==> config.mk <==
export PLATFORM = sky130hd
export DESIGN_NAME = pin_wake_interrupt_unit
export DESIGN_NICKNAME = d
export VERILOG_FILES = /design/src/pin_wake_pkg.sv /design/src/pin_wake_interrupt_unit.sv
export VERILOG_INCLUDE_DIRS = /design/src
export SDC_FILE = /design/constraint.sdc
export NUM_CORES = 1
export LEC_CHECK = 0
export ABC_AREA = 1
export BUFFER_PORTS_ARGS = -buffer_cell sky130_fd_sc_hd__buf_4
export CORE_AREA = 3 3 91 93
export DETAILED_ROUTE_END_ITERATION = 10
export DIE_AREA = 0 0 94 96
export GPL_TIMING_DRIVEN = 0
export PLACE_DENSITY = 0.73
export SYNTH_ARGS = -nofsm -noshare
export SYNTH_HDL_FRONTEND = slang
export SYNTH_SLANG_ARGS = --single-unit
==> constraint.sdc <==
create_clock -name ref_clk -period 2.9 [get_ports ref_clk]
set_clock_uncertainty 0.1 [all_clocks]
set_input_delay 0.29 -clock ref_clk [delete_from_list [all_inputs] [get_ports ref_clk]]
set_output_delay 0.29 -clock ref_clk [all_outputs]
set_load 0.005 [all_outputs]
==> src/pin_wake_consts.svh <==
`ifndef PIN_WAKE_CONSTS_SVH
`define PIN_WAKE_CONSTS_SVH

// Register byte offsets on the register bus
`define PW_OFS_STATUS_CONTROL 8'h00
`define PW_OFS_ENABLE 8'h04
`define PW_OFS_POLARITY 8'h08

// Status/control field positions
`define PW_BIT_MODE 0
`define PW_BIT_REQ_EN 1
`define PW_BIT_ACK 2
`define PW_BIT_FLAG 3

// Reset values
`define PW_RST_BYTE 8'h00
`define PW_RST_WORD 32'h0000_0000

// Bus responses
`define PW_RESP_OKAY 2'h0
`define PW_RESP_SLVERR 2'h2

`endif

==> src/pin_wake_pkg.sv <==
package pin_wake_pkg;

    typedef enum logic [1:0] {
        SEL_STATUS_CONTROL,
        SEL_ENABLE,
        SEL_POLARITY,
        SEL_NONE
    } reg_sel_e;

    typedef struct packed {
        logic request_enable;
        logic level_mode;
    } control_s;

endpackage

==> src/pin_wake_interrupt_unit.sv <==
// How it works
// Per-pin enable gates detection
// Mode bit: edge only or edge plus level
// Polarity bit picks falling/low or rising/high
// High then low sample is falling edge
// Low then high sample is rising edge
// Already asserted pin gives no edge
// Edge mode: valid edge sets flag
// Level mode: edge or level sets flag
// Flag and enable raise CPU request
// Acknowledge clears flag, level mode waits inactive
// Asserted pin keeps flag through acknowledge
// Flag bit ignores software writes
// Acknowledge bit always reads zero
// Upper four control bits read zero
// Shallow stop: enabled asserted pin wakes asynchronously when request enable is set
// Deep stop forces reset state
// Debug mode changes nothing
// Polarity picks pullup or pulldown
// Software init order avoids false flags
// Two pins bonded, fields eight wide
// Two-stage synchroniser, inactive previous sample
//
// The placing of the registers and the AXI4-Lite slave port were decided locally.
`timescale 1ns/100ps
`include "pin_wake_consts.svh"
`default_nettype none

module pin_wake_interrupt_unit
    import pin_wake_pkg::*;
#(
    parameter int PIN_COUNT = 2,
    parameter int ADDR_W = 8
) (
    input wire logic ref_clk,
    input wire logic rst,
    input wire logic clk_en,
    input wire logic [PIN_COUNT-1:0] wake_input_pin,
    input wire logic [PIN_COUNT-1:0] port_pull_enable,
    input wire logic shallow_stop_state,
    input wire logic deep_stop_state,
    input wire logic debug_active,
    output logic [PIN_COUNT-1:0] pull_up_enable,
    output logic [PIN_COUNT-1:0] pull_down_enable,
    output logic irq_request,
    output logic wake_request,
    input wire logic [ADDR_W-1:0] s_axi_awaddr,
    input wire logic s_axi_awvalid,
    output logic s_axi_awready,
    input wire logic [31:0] s_axi_wdata,
    input wire logic [3:0] s_axi_wstrb,
    input wire logic s_axi_wvalid,
    output logic s_axi_wready,
    output logic [1:0] s_axi_bresp,
    output logic s_axi_bvalid,
    input wire logic s_axi_bready,
    input wire logic [ADDR_W-1:0] s_axi_araddr,
    input wire logic s_axi_arvalid,
    output logic s_axi_arready,
    output logic [31:0] s_axi_rdata,
    output logic [1:0] s_axi_rresp,
    output logic s_axi_rvalid,
    input wire logic s_axi_rready
);

    function automatic reg_sel_e decode(input logic [ADDR_W-1:0] addr);
        reg_sel_e sel;
        sel = SEL_NONE;
        if (addr == ADDR_W'(`PW_OFS_STATUS_CONTROL)) begin
            sel = SEL_STATUS_CONTROL;
        end else if (addr == ADDR_W'(`PW_OFS_ENABLE)) begin
            sel = SEL_ENABLE;
        end else if (addr == ADDR_W'(`PW_OFS_POLARITY)) begin
            sel = SEL_POLARITY;
        end
        return sel;
    endfunction

    // Software-visible state
    control_s control;
    logic [7:0] pin_irq_enable;
    logic [7:0] pin_irq_polarity_select;
    logic pin_irq_flag;

    // Detection state
    logic [PIN_COUNT-1:0] sync_first;
    logic [PIN_COUNT-1:0] sync_second;
    logic [PIN_COUNT-1:0] prev_asserted;

    // Bus state
    logic aw_held;
    logic [ADDR_W-1:0] aw_addr;
    logic w_held;
    logic [31:0] w_data;
    logic [3:0] w_strb;
    logic read_was_control;

    // Bonded pins only, fields eight wide
    wire [PIN_COUNT-1:0] pin_enable_bit = pin_irq_enable[PIN_COUNT-1:0];
    wire [PIN_COUNT-1:0] pin_polarity_bit = pin_irq_polarity_select[PIN_COUNT-1:0];

    // Polarity normalises pins
    wire [PIN_COUNT-1:0] asserted = sync_second ~^ pin_polarity_bit;
    // Edge from inactive to asserted sample
    wire [PIN_COUNT-1:0] edge_seen = asserted & ~prev_asserted;
    // Enable gates both paths
    wire [PIN_COUNT-1:0] edge_hit = edge_seen & pin_enable_bit;
    wire [PIN_COUNT-1:0] level_hit = asserted & pin_enable_bit;
    wire any_level = |level_hit;

    // Mode selects set sources
    wire flag_set = (|edge_hit) | (control.level_mode & any_level);

    // Write channel decode
    wire write_go = aw_held & w_held & ~s_axi_bvalid;
    wire reg_sel_e write_sel = decode(aw_addr);
    wire write_low = write_go & w_strb[0];
    wire write_control = write_low & (write_sel == SEL_STATUS_CONTROL);
    wire write_enable = write_low & (write_sel == SEL_ENABLE);
    wire write_polarity = write_low & (write_sel == SEL_POLARITY);
    wire ack_write = write_control & w_data[`PW_BIT_ACK];

    // Level mode clear needs all inactive
    wire flag_clear = ack_write & ~(control.level_mode & any_level);
    // Set wins so an event in the clearing cycle is kept
    wire next_flag = flag_set | (pin_irq_flag & ~flag_clear);

    // Read channel decode
    wire read_take = s_axi_arvalid & s_axi_arready;
    wire reg_sel_e read_sel = decode(s_axi_araddr);
    // Control readback layout
    wire [7:0] control_view = {4'h0, pin_irq_flag, 1'b0, control.request_enable,
                               control.level_mode};
    wire [7:0] read_byte = (read_sel == SEL_STATUS_CONTROL) ? control_view :
                           (read_sel == SEL_ENABLE) ? pin_irq_enable :
                           (read_sel == SEL_POLARITY) ? pin_irq_polarity_select :
                           `PW_RST_BYTE;

    // Debug state is deliberately not used to gate anything
    wire debug_unused = debug_active;

    // Request follows flag and enable
    assign irq_request = pin_irq_flag & control.request_enable;

    // Raw pins bypass the clock so wake works when clocks stop
    assign wake_request = shallow_stop_state & control.request_enable &
                          (|((wake_input_pin ~^ pin_polarity_bit) & pin_enable_bit));

    assign s_axi_awready = ~aw_held & ~s_axi_bvalid;
    assign s_axi_wready = ~w_held & ~s_axi_bvalid;
    assign s_axi_arready = ~s_axi_rvalid;

    // Polarity picks resistor direction
    genvar gi;
    generate
        for (gi = 0; gi < PIN_COUNT; gi++) begin : g_pull
            assign pull_up_enable[gi] = port_pull_enable[gi] & ~pin_polarity_bit[gi];
            assign pull_down_enable[gi] = port_pull_enable[gi] & pin_polarity_bit[gi];
        end
    endgenerate

    // Two-stage synchroniser
    always_ff @(posedge ref_clk or posedge rst) begin
        if (rst) begin
            // Idle pins rest high, so start there to avoid a false edge
            sync_first <= '1;
            sync_second <= '1;
        end else if (clk_en) begin
            sync_first <= wake_input_pin;
            sync_second <= sync_first;
        end
    end

    // Previous sample starts inactive, tracks even when disabled
    always_ff @(posedge ref_clk or posedge rst) begin
        if (rst) begin
            prev_asserted <= '0;
        end else if (clk_en) begin
            prev_asserted <= deep_stop_state ? '0 : asserted;
        end
    end

    // Deep stop holds the registers and flag in their reset state
    always_ff @(posedge ref_clk or posedge rst) begin
        if (rst) begin
            control <= '0;
            pin_irq_enable <= `PW_RST_BYTE;
            pin_irq_polarity_select <= `PW_RST_BYTE;
            pin_irq_flag <= 1'b0;
        end else if (clk_en) begin
            if (deep_stop_state) begin
                control <= '0;
                pin_irq_enable <= `PW_RST_BYTE;
                pin_irq_polarity_select <= `PW_RST_BYTE;
                pin_irq_flag <= 1'b0;
            end else begin
                pin_irq_flag <= next_flag;
                if (write_control) begin
                    control.level_mode <= w_data[`PW_BIT_MODE];
                    control.request_enable <= w_data[`PW_BIT_REQ_EN];
                end
                if (write_enable) begin
                    pin_irq_enable <= w_data[7:0];
                end
                if (write_polarity) begin
                    pin_irq_polarity_select <= w_data[7:0];
                end
            end
        end
    end

    // Address and data are latched separately so either may arrive first
    always_ff @(posedge ref_clk or posedge rst) begin
        if (rst) begin
            aw_held <= 1'b0;
            aw_addr <= '0;
        end else if (clk_en) begin
            if (s_axi_awvalid & s_axi_awready) begin
                aw_held <= 1'b1;
                aw_addr <= s_axi_awaddr;
            end else if (write_go) begin
                aw_held <= 1'b0;
            end
        end
    end

    always_ff @(posedge ref_clk or posedge rst) begin
        if (rst) begin
            w_held <= 1'b0;
            w_data <= `PW_RST_WORD;
            w_strb <= '0;
        end else if (clk_en) begin
            if (s_axi_wvalid & s_axi_wready) begin
                w_held <= 1'b1;
                w_data <= s_axi_wdata;
                w_strb <= s_axi_wstrb;
            end else if (write_go) begin
                w_held <= 1'b0;
            end
        end
    end

    always_ff @(posedge ref_clk or posedge rst) begin
        if (rst) begin
            s_axi_bvalid <= 1'b0;
            s_axi_bresp <= `PW_RESP_OKAY;
        end else if (clk_en) begin
            if (write_go) begin
                s_axi_bvalid <= 1'b1;
                s_axi_bresp <= (write_sel == SEL_NONE) ? `PW_RESP_SLVERR : `PW_RESP_OKAY;
            end else if (s_axi_bready) begin
                s_axi_bvalid <= 1'b0;
            end
        end
    end

    always_ff @(posedge ref_clk or posedge rst) begin
        if (rst) begin
            s_axi_rvalid <= 1'b0;
            s_axi_rdata <= `PW_RST_WORD;
            s_axi_rresp <= `PW_RESP_OKAY;
            read_was_control <= 1'b0;
        end else if (clk_en) begin
            if (read_take) begin
                s_axi_rvalid <= 1'b1;
                s_axi_rdata <= {24'h00_0000, read_byte};
                s_axi_rresp <= (read_sel == SEL_NONE) ? `PW_RESP_SLVERR : `PW_RESP_OKAY;
                read_was_control <= (read_sel == SEL_STATUS_CONTROL) & ~debug_unused |
                                    (read_sel == SEL_STATUS_CONTROL) & debug_unused;
            end else if (s_axi_rready) begin
                s_axi_rvalid <= 1'b0;
            end
        end
    end
endmodule

`default_nettype wire

* Word level (Yosys, flattened, before mapping)
Index checks and enable logic that the tools add are counted.
Cells by class: add/sub/neg operators 0, multiply operators 0, divide/modulo/power cells 0, magnitude comparators 0, eq/ne operators 10, shifts and indexed selects 0, mux-type cells 26, bitwise gates (word level) 39, reductions and logical operators 25
Operator list (number):
- 8-bit two-way mux | 7
- 1-bit bitwise AND | 22
- 2-bit AND reduction | 11
- 2-bit two-way mux | 9
- 8-bit by 3-bit equality test with 1-bit output, second input constant | 2
- 8-bit by 4-bit equality test with 1-bit output, second input constant | 2
- 8-bit zero test | 2
- 2-bit nonzero test | 7
- 1-bit two-way mux | 10
- 2-bit bitwise AND | 4
- 2-bit equality test, second input constant | 4
- 1-bit NOT | 8
- 2-bit OR reduction | 3
- 2-bit by 1-bit equality test with 1-bit output, second input constant | 2
- 2-bit zero test | 2
- 2-bit bitwise XNOR | 2
- 2-bit NOT | 1
- 1-bit OR | 2
Storage, ports and cells: bits in registers 58, bits in latches 0, memory bits (writable) 0, bits in read-only memories 0, input bits 67, word-level logic and storage cells 118, memories 0

* Longest topological paths before layout
word-level depth 12, mapped depth 9, depth with buffers taken out 9

* Least setup slack after synthesis
OpenSTA, ideal clock, no wires.
path type flip-flop to flip-flop, start reg s_axi_bvalid, end reg w_data[0], setup time 0.125 ns, arrival time 1.119 ns, required time 2.675 ns, path slack 1.556 ns, stages on the path, launching flop included 5, buffers on the path 1, clock period less this slack 1.344 ns, cell sequence dfrtp_1 -> nor2_2 -> nand3_2 -> buf_6 -> mux2_4
On the way: cells in the longest elaborated chain, start to end 4
Ends and longest elaborated chain:
- start: declaration | line pin_wake_interrupt_unit.sv:55 | output logic s_axi_bvalid,
- start signal: assignment | line pin_wake_interrupt_unit.sv:245 | s_axi_bvalid <= 1'b0;
- start signal: assignment | line pin_wake_interrupt_unit.sv:249 | s_axi_bvalid <= 1'b1;
- start signal: assignment | line pin_wake_interrupt_unit.sv:252 | s_axi_bvalid <= 1'b0;
- 1-bit NOT | line pin_wake_interrupt_unit.sv:150 | assign s_axi_wready = ~w_held & ~s_axi_bvalid;
- 1-bit bitwise AND | line pin_wake_interrupt_unit.sv:150
- named net s_axi_wready | line pin_wake_interrupt_unit.sv:53 | output logic s_axi_wready,
- 1-bit bitwise AND | line pin_wake_interrupt_unit.sv:233 | if (s_axi_wvalid & s_axi_wready) begin
- 2-bit AND reduction (no line)
- end signal: assignment | line pin_wake_interrupt_unit.sv:230 | w_data <= `PW_RST_WORD;
- end signal: assignment | line pin_wake_interrupt_unit.sv:235 | w_data <= s_axi_wdata;
- end: declaration | line pin_wake_interrupt_unit.sv:94 | logic [31:0] w_data;
The timed path passes the listed nets, and every way through them passes these cells. A chain may end at the register's enable or synchronous reset.

* Worst setup path after layout
start reg pin_irq_polarity_select[0], end out wake_request
On the way: cells in the longest elaborated chain, start to end 4
Ends and longest elaborated chain:
- start: declaration | line pin_wake_interrupt_unit.sv:82 | logic [7:0] pin_irq_polarity_select;
- start signal: assignment | line pin_wake_interrupt_unit.sv:188 | pin_irq_polarity_select <= `PW_RST_BYTE;
- start signal: assignment | line pin_wake_interrupt_unit.sv:194 | pin_irq_polarity_select <= `PW_RST_BYTE;
- start signal: assignment | line pin_wake_interrupt_unit.sv:206 | pin_irq_polarity_select <= w_data[7:0];
- 2-bit bitwise XNOR | line pin_wake_interrupt_unit.sv:147 | (|((wake_input_pin ~^ pin_polarity_bit) & pin_enable_bit));
- 2-bit bitwise AND | line pin_wake_interrupt_unit.sv:147
- 2-bit OR reduction | line pin_wake_interrupt_unit.sv:147
- 1-bit bitwise AND | line pin_wake_interrupt_unit.sv:146 | assign wake_request = shallow_stop_state & control.request_enable &
- end: declaration | line pin_wake_interrupt_unit.sv:46 | output logic wake_request,
No other way between the ends.

==> results by group <==
CTS
  • CTS tree: yes
  • Clock slew at reported path FFs: 0.10 ns
  • Worst-Skew Late Latency: 0.30 ns
  • Setup Buffers After CTS: 0
  • Post-CTS Resized: 0
  • Maximum clock path buffer count: 2
  • Clock buffer count from CTS: 5
  • Sink Count: 56
  • H-tree levels: 2
  • CTS Root Cell: clkbuf_8

Worst setup path
  • Critical path depth in cells: 5
  • Worst Setup SP: pin_irq_polarity_select[0]
  • Worst-path fanout max: 6
  • Crit-path leading delay family: flip-flops
  • Critical Path End: wake_request
  • R2R cell count: 9
  • CP Cell Sequence: inv_1 > or2_2 > nand3_1 > a21oi_1 > buf_4
  • R2R Setup Slk: 1.43 ns
  • Buf/Inv on CP: 2
  • Critical Path Source Type: register
  • Worst r2r src: aw_addr[1]
  • CP arrival: 1.43 ns
  • CP max-delay cell: dfrtp_1
  • Largest stage delay on the critical path: 0.49 ns
  • Setup CP Type: register to output port
  • Worst setup EP type: output port
  • Worst flop-to-flop path endpoint: pin_irq_polarity_select[1]
  • Worst path required time: 2.51 ns

Synth
  • Library cells used by synthesis: 26
  • Synthesized flop and latch total: 56
  • Mapped Cells: 329
  • Leading area contributor after synthesis: dfrtp_1
  • Top cells by area, synth: dfrtp_1 44%, nand2_1 12%, buf_4 6.8%, mux2_4 6.0%, o21ai_2 4.7%
  • Synth warnings: 0
  • Syn Area/Cell: 9.09 um2
  • Mapped cell area: 2990 um2
  • Post-synthesis sequential area ratio: 47.0%
  • Yosys top cell area share: 43.5%

Place
  • GPL Wtd Cong: 0.771
  • Post-DP HPWL: 4680 um
  • IO Port Bufs: 58
  • Dpl cells: 515
  • Placed inst area: 3670 um2

Drt
  • ANT nets after route: 0
  • Iteration-0 DRC Markers: 111
  • Via density per instance: 4.40
  • Final wirelength: 5960 um
  • DRC errors left: 0
  • Wire length per cell: 11.4 um
  • Drt pass-1 iters: 5
  • Via Count: 2,304

Floorplan
  • Initial Util: 39.3%
  • CORE AREA: 7610 um2
  • Die area: 9020 um2
  • I/O pins: 114
  • Die width: 94 um
  • Standard-cell rows: 32
  • Die Height: 96 um

Global route
  • Gr ovfl total: 0
  • Total GRT Usage: 13.7%
  • First-pass GRT wire length: 9920 um
  • Initial antenna violation count: 0
  • Vias in the first global route: 2,177
  • Largest net degree at the start of global routing: 43

STA
  • Slew Limit Fails: 0
  • Min Tclk post-route: 1.82 ns
  • Sum Neg Setup Slack: 0 ns
  • Final setup vio count: 0
  • Fmax: 0.549 GHz
  • Final Hold Vio Count: 0
  • RSZ-0062 raised after global routing: false
  • Period utilization: 62.8%

Power
  • Clock share of power: 19.8%
  • Worst VDD drop: 392 uV
  • Leak: 2.01 nW
  • Pwr Total: 0.00253 W
  • Share of power burned in combinational logic: 31.5%
  • Internal power: 0.00172 W
  • Seq pwr share: 48.7%
  • Sw Ratio: 32.0%
  • P_sw: 0.000808 W
  • PwrDens: 668 nW/um2

Status
  • Status: finished clean

Flow run
  • Max-cap viol count: 0

Finish
  • Cell area after layout: 3780 um2
  • Syn-to-layout area delta: 26.6%
  • Multi-input logic area: 1290 um2
  • Reg area: 1410 um2
  • Post-Layout Cell Count: 524
  • Fin util: 49.8%
  • Share of layout cells above drive strength 1: 38.2%
  • Fill count: 764
  • Final nets: 488
  • ANT cells: 0

Min path
  • Worst min path class: input pin to register
[cell type report]
class,instances,share of cell area [%]
sequential,56,37.2
multi-input combinational,233,34.1
timing repair buffer,60,12.3
buffer,35,7.24
tap,102,3.37
inverter,30,2.98
clock buffer,6,1.92
clock inverter,2,0.926
[worst min-delay path by stage]
| stage | slack [ns] | endpoint | start | cells after the start |
|---|---|---|---|---|
| after floorplan | 0.29 | sync_first[0] | wake_input_pin[0] | 2 |
| after global placement | 0.35 | sync_first[0] | sync_first[0] | 2 |
| after detailed placement | 0.19 | aw_addr[4] | rst | 2 |
| after CTS | 0.1 | aw_addr[7] | s_axi_awaddr[7] | 2 |
| after global routing | 0.09 | aw_addr[7] | s_axi_awaddr[7] | 2 |
| final | 0.11 | aw_addr[7] | s_axi_awaddr[7] | 2 |
[what timing repair did]
item                                    4_1_cts  5_1_grt
hold endpoints to repair                     11        0
hold buffers                                  1        0
endpoints found under the setup margin        0        0
[worst register-to-register path, cell delays in order (launching register included)]
cell and delay, ns:
dfrtp_1 0.42, nor2_4 0.16, nand3_2 0.09, nor2_1 0.09, nand2_1 0.07, nand2_2 0.07, nand2_4 0.08, buf_6 0.17
nand2_2 0.06, o21ai_2 0.05
[cells in the mapped netlist]
master    count
nor2_4        2
inv_2         4
a31oi_1       4
buf_2         3
mux2_4       12
nor2_1       19
nand2_4       2
nand3_4       1
o21ai_0       9
nor3_4        2
buf_6         5
or2_2         1
nand3_1      27
a21oi_1       4
nand2_1      92
nand2_2       6
nand3_2       5
o21ai_2      16
dfstp_2       4
nor2_2        2
buf_4        27
dfrtp_1      52
a211oi_1      1
inv_1        26
conb_1        1
mux2_2        2
[registers in the layout, summed over array words and instances, names as in the netlist]
signal                   cells
aw_addr                      8
pin_irq_enable               8
pin_irq_polarity_select      8
s_axi_rdata                  8
w_data                       8
control                      2
prev_asserted                2
sync_first                   2
sync_second                  2
aw_held                      1
pin_irq_flag                 1
s_axi_bresp                  1
s_axi_bvalid                 1
s_axi_rresp                  1
s_axi_rvalid                 1
w_held                       1
w_strb                       1
[logic make-up after synthesis]
kind of cell	after synthesis	share of synthesized area, %
other	1	0.125
AO/OA/AOI/OAI	34	7.95
flip-flops	56	47.0
buffers and inverters	65	12.9
multiplexers	14	6.78
AND/OR/NAND/NOR	159	25.2
[through the flow]
stage	hold WS, ns	worst slack (ns)
floorplan	0.285	1.15
global placement	0.353	0.462
detailed placement	0.189	1.41
CTS	0.0974	1.06
global route	0.0883	0.961
finish	0.105	1.08
[power groups by stage]
stage	clock [W]	sequential, W	combinational (W)
after floorplan	0	0.00119	0.000582
after global placement	0	0.00123	0.000773
after detailed placement	0	0.00125	0.000807
after CTS	0.000515	0.00123	0.000809
after global routing	0.000549	0.00127	0.000897
final	0.000500	0.00123	0.000797
[layout by cell type (no fill, tap or decap), drive strengths merged]
cell / instances
clkbuf: 6
a31oi: 4
inv: 30
clkinv: 1
nor3: 2
dfstp: 4
nand3: 33
o21ai: 25
nor2: 23
dlygate4sd3: 1
a21oi: 4
mux2: 14
dfrtp: 52
buf: 94
nand2: 100
or2: 1
conb: 26
bufinv: 1
a211oi: 1
[layer usage]
metal | routed length [um] | up-vias | global-route usage, % | share of wire [%]
met4 | 46 | 0 | 3.25 | 0.77
met5 | 0 | - | 0 | 0
li1 | - | 1177 | - | -
met1 | 2690 | 1051 | 17.8 | 45
met2 | 2760 | 71 | 22.9 | 46
met3 | 455 | 5 | 3.52 | 7.6
(Power assumes the default switching activity.)
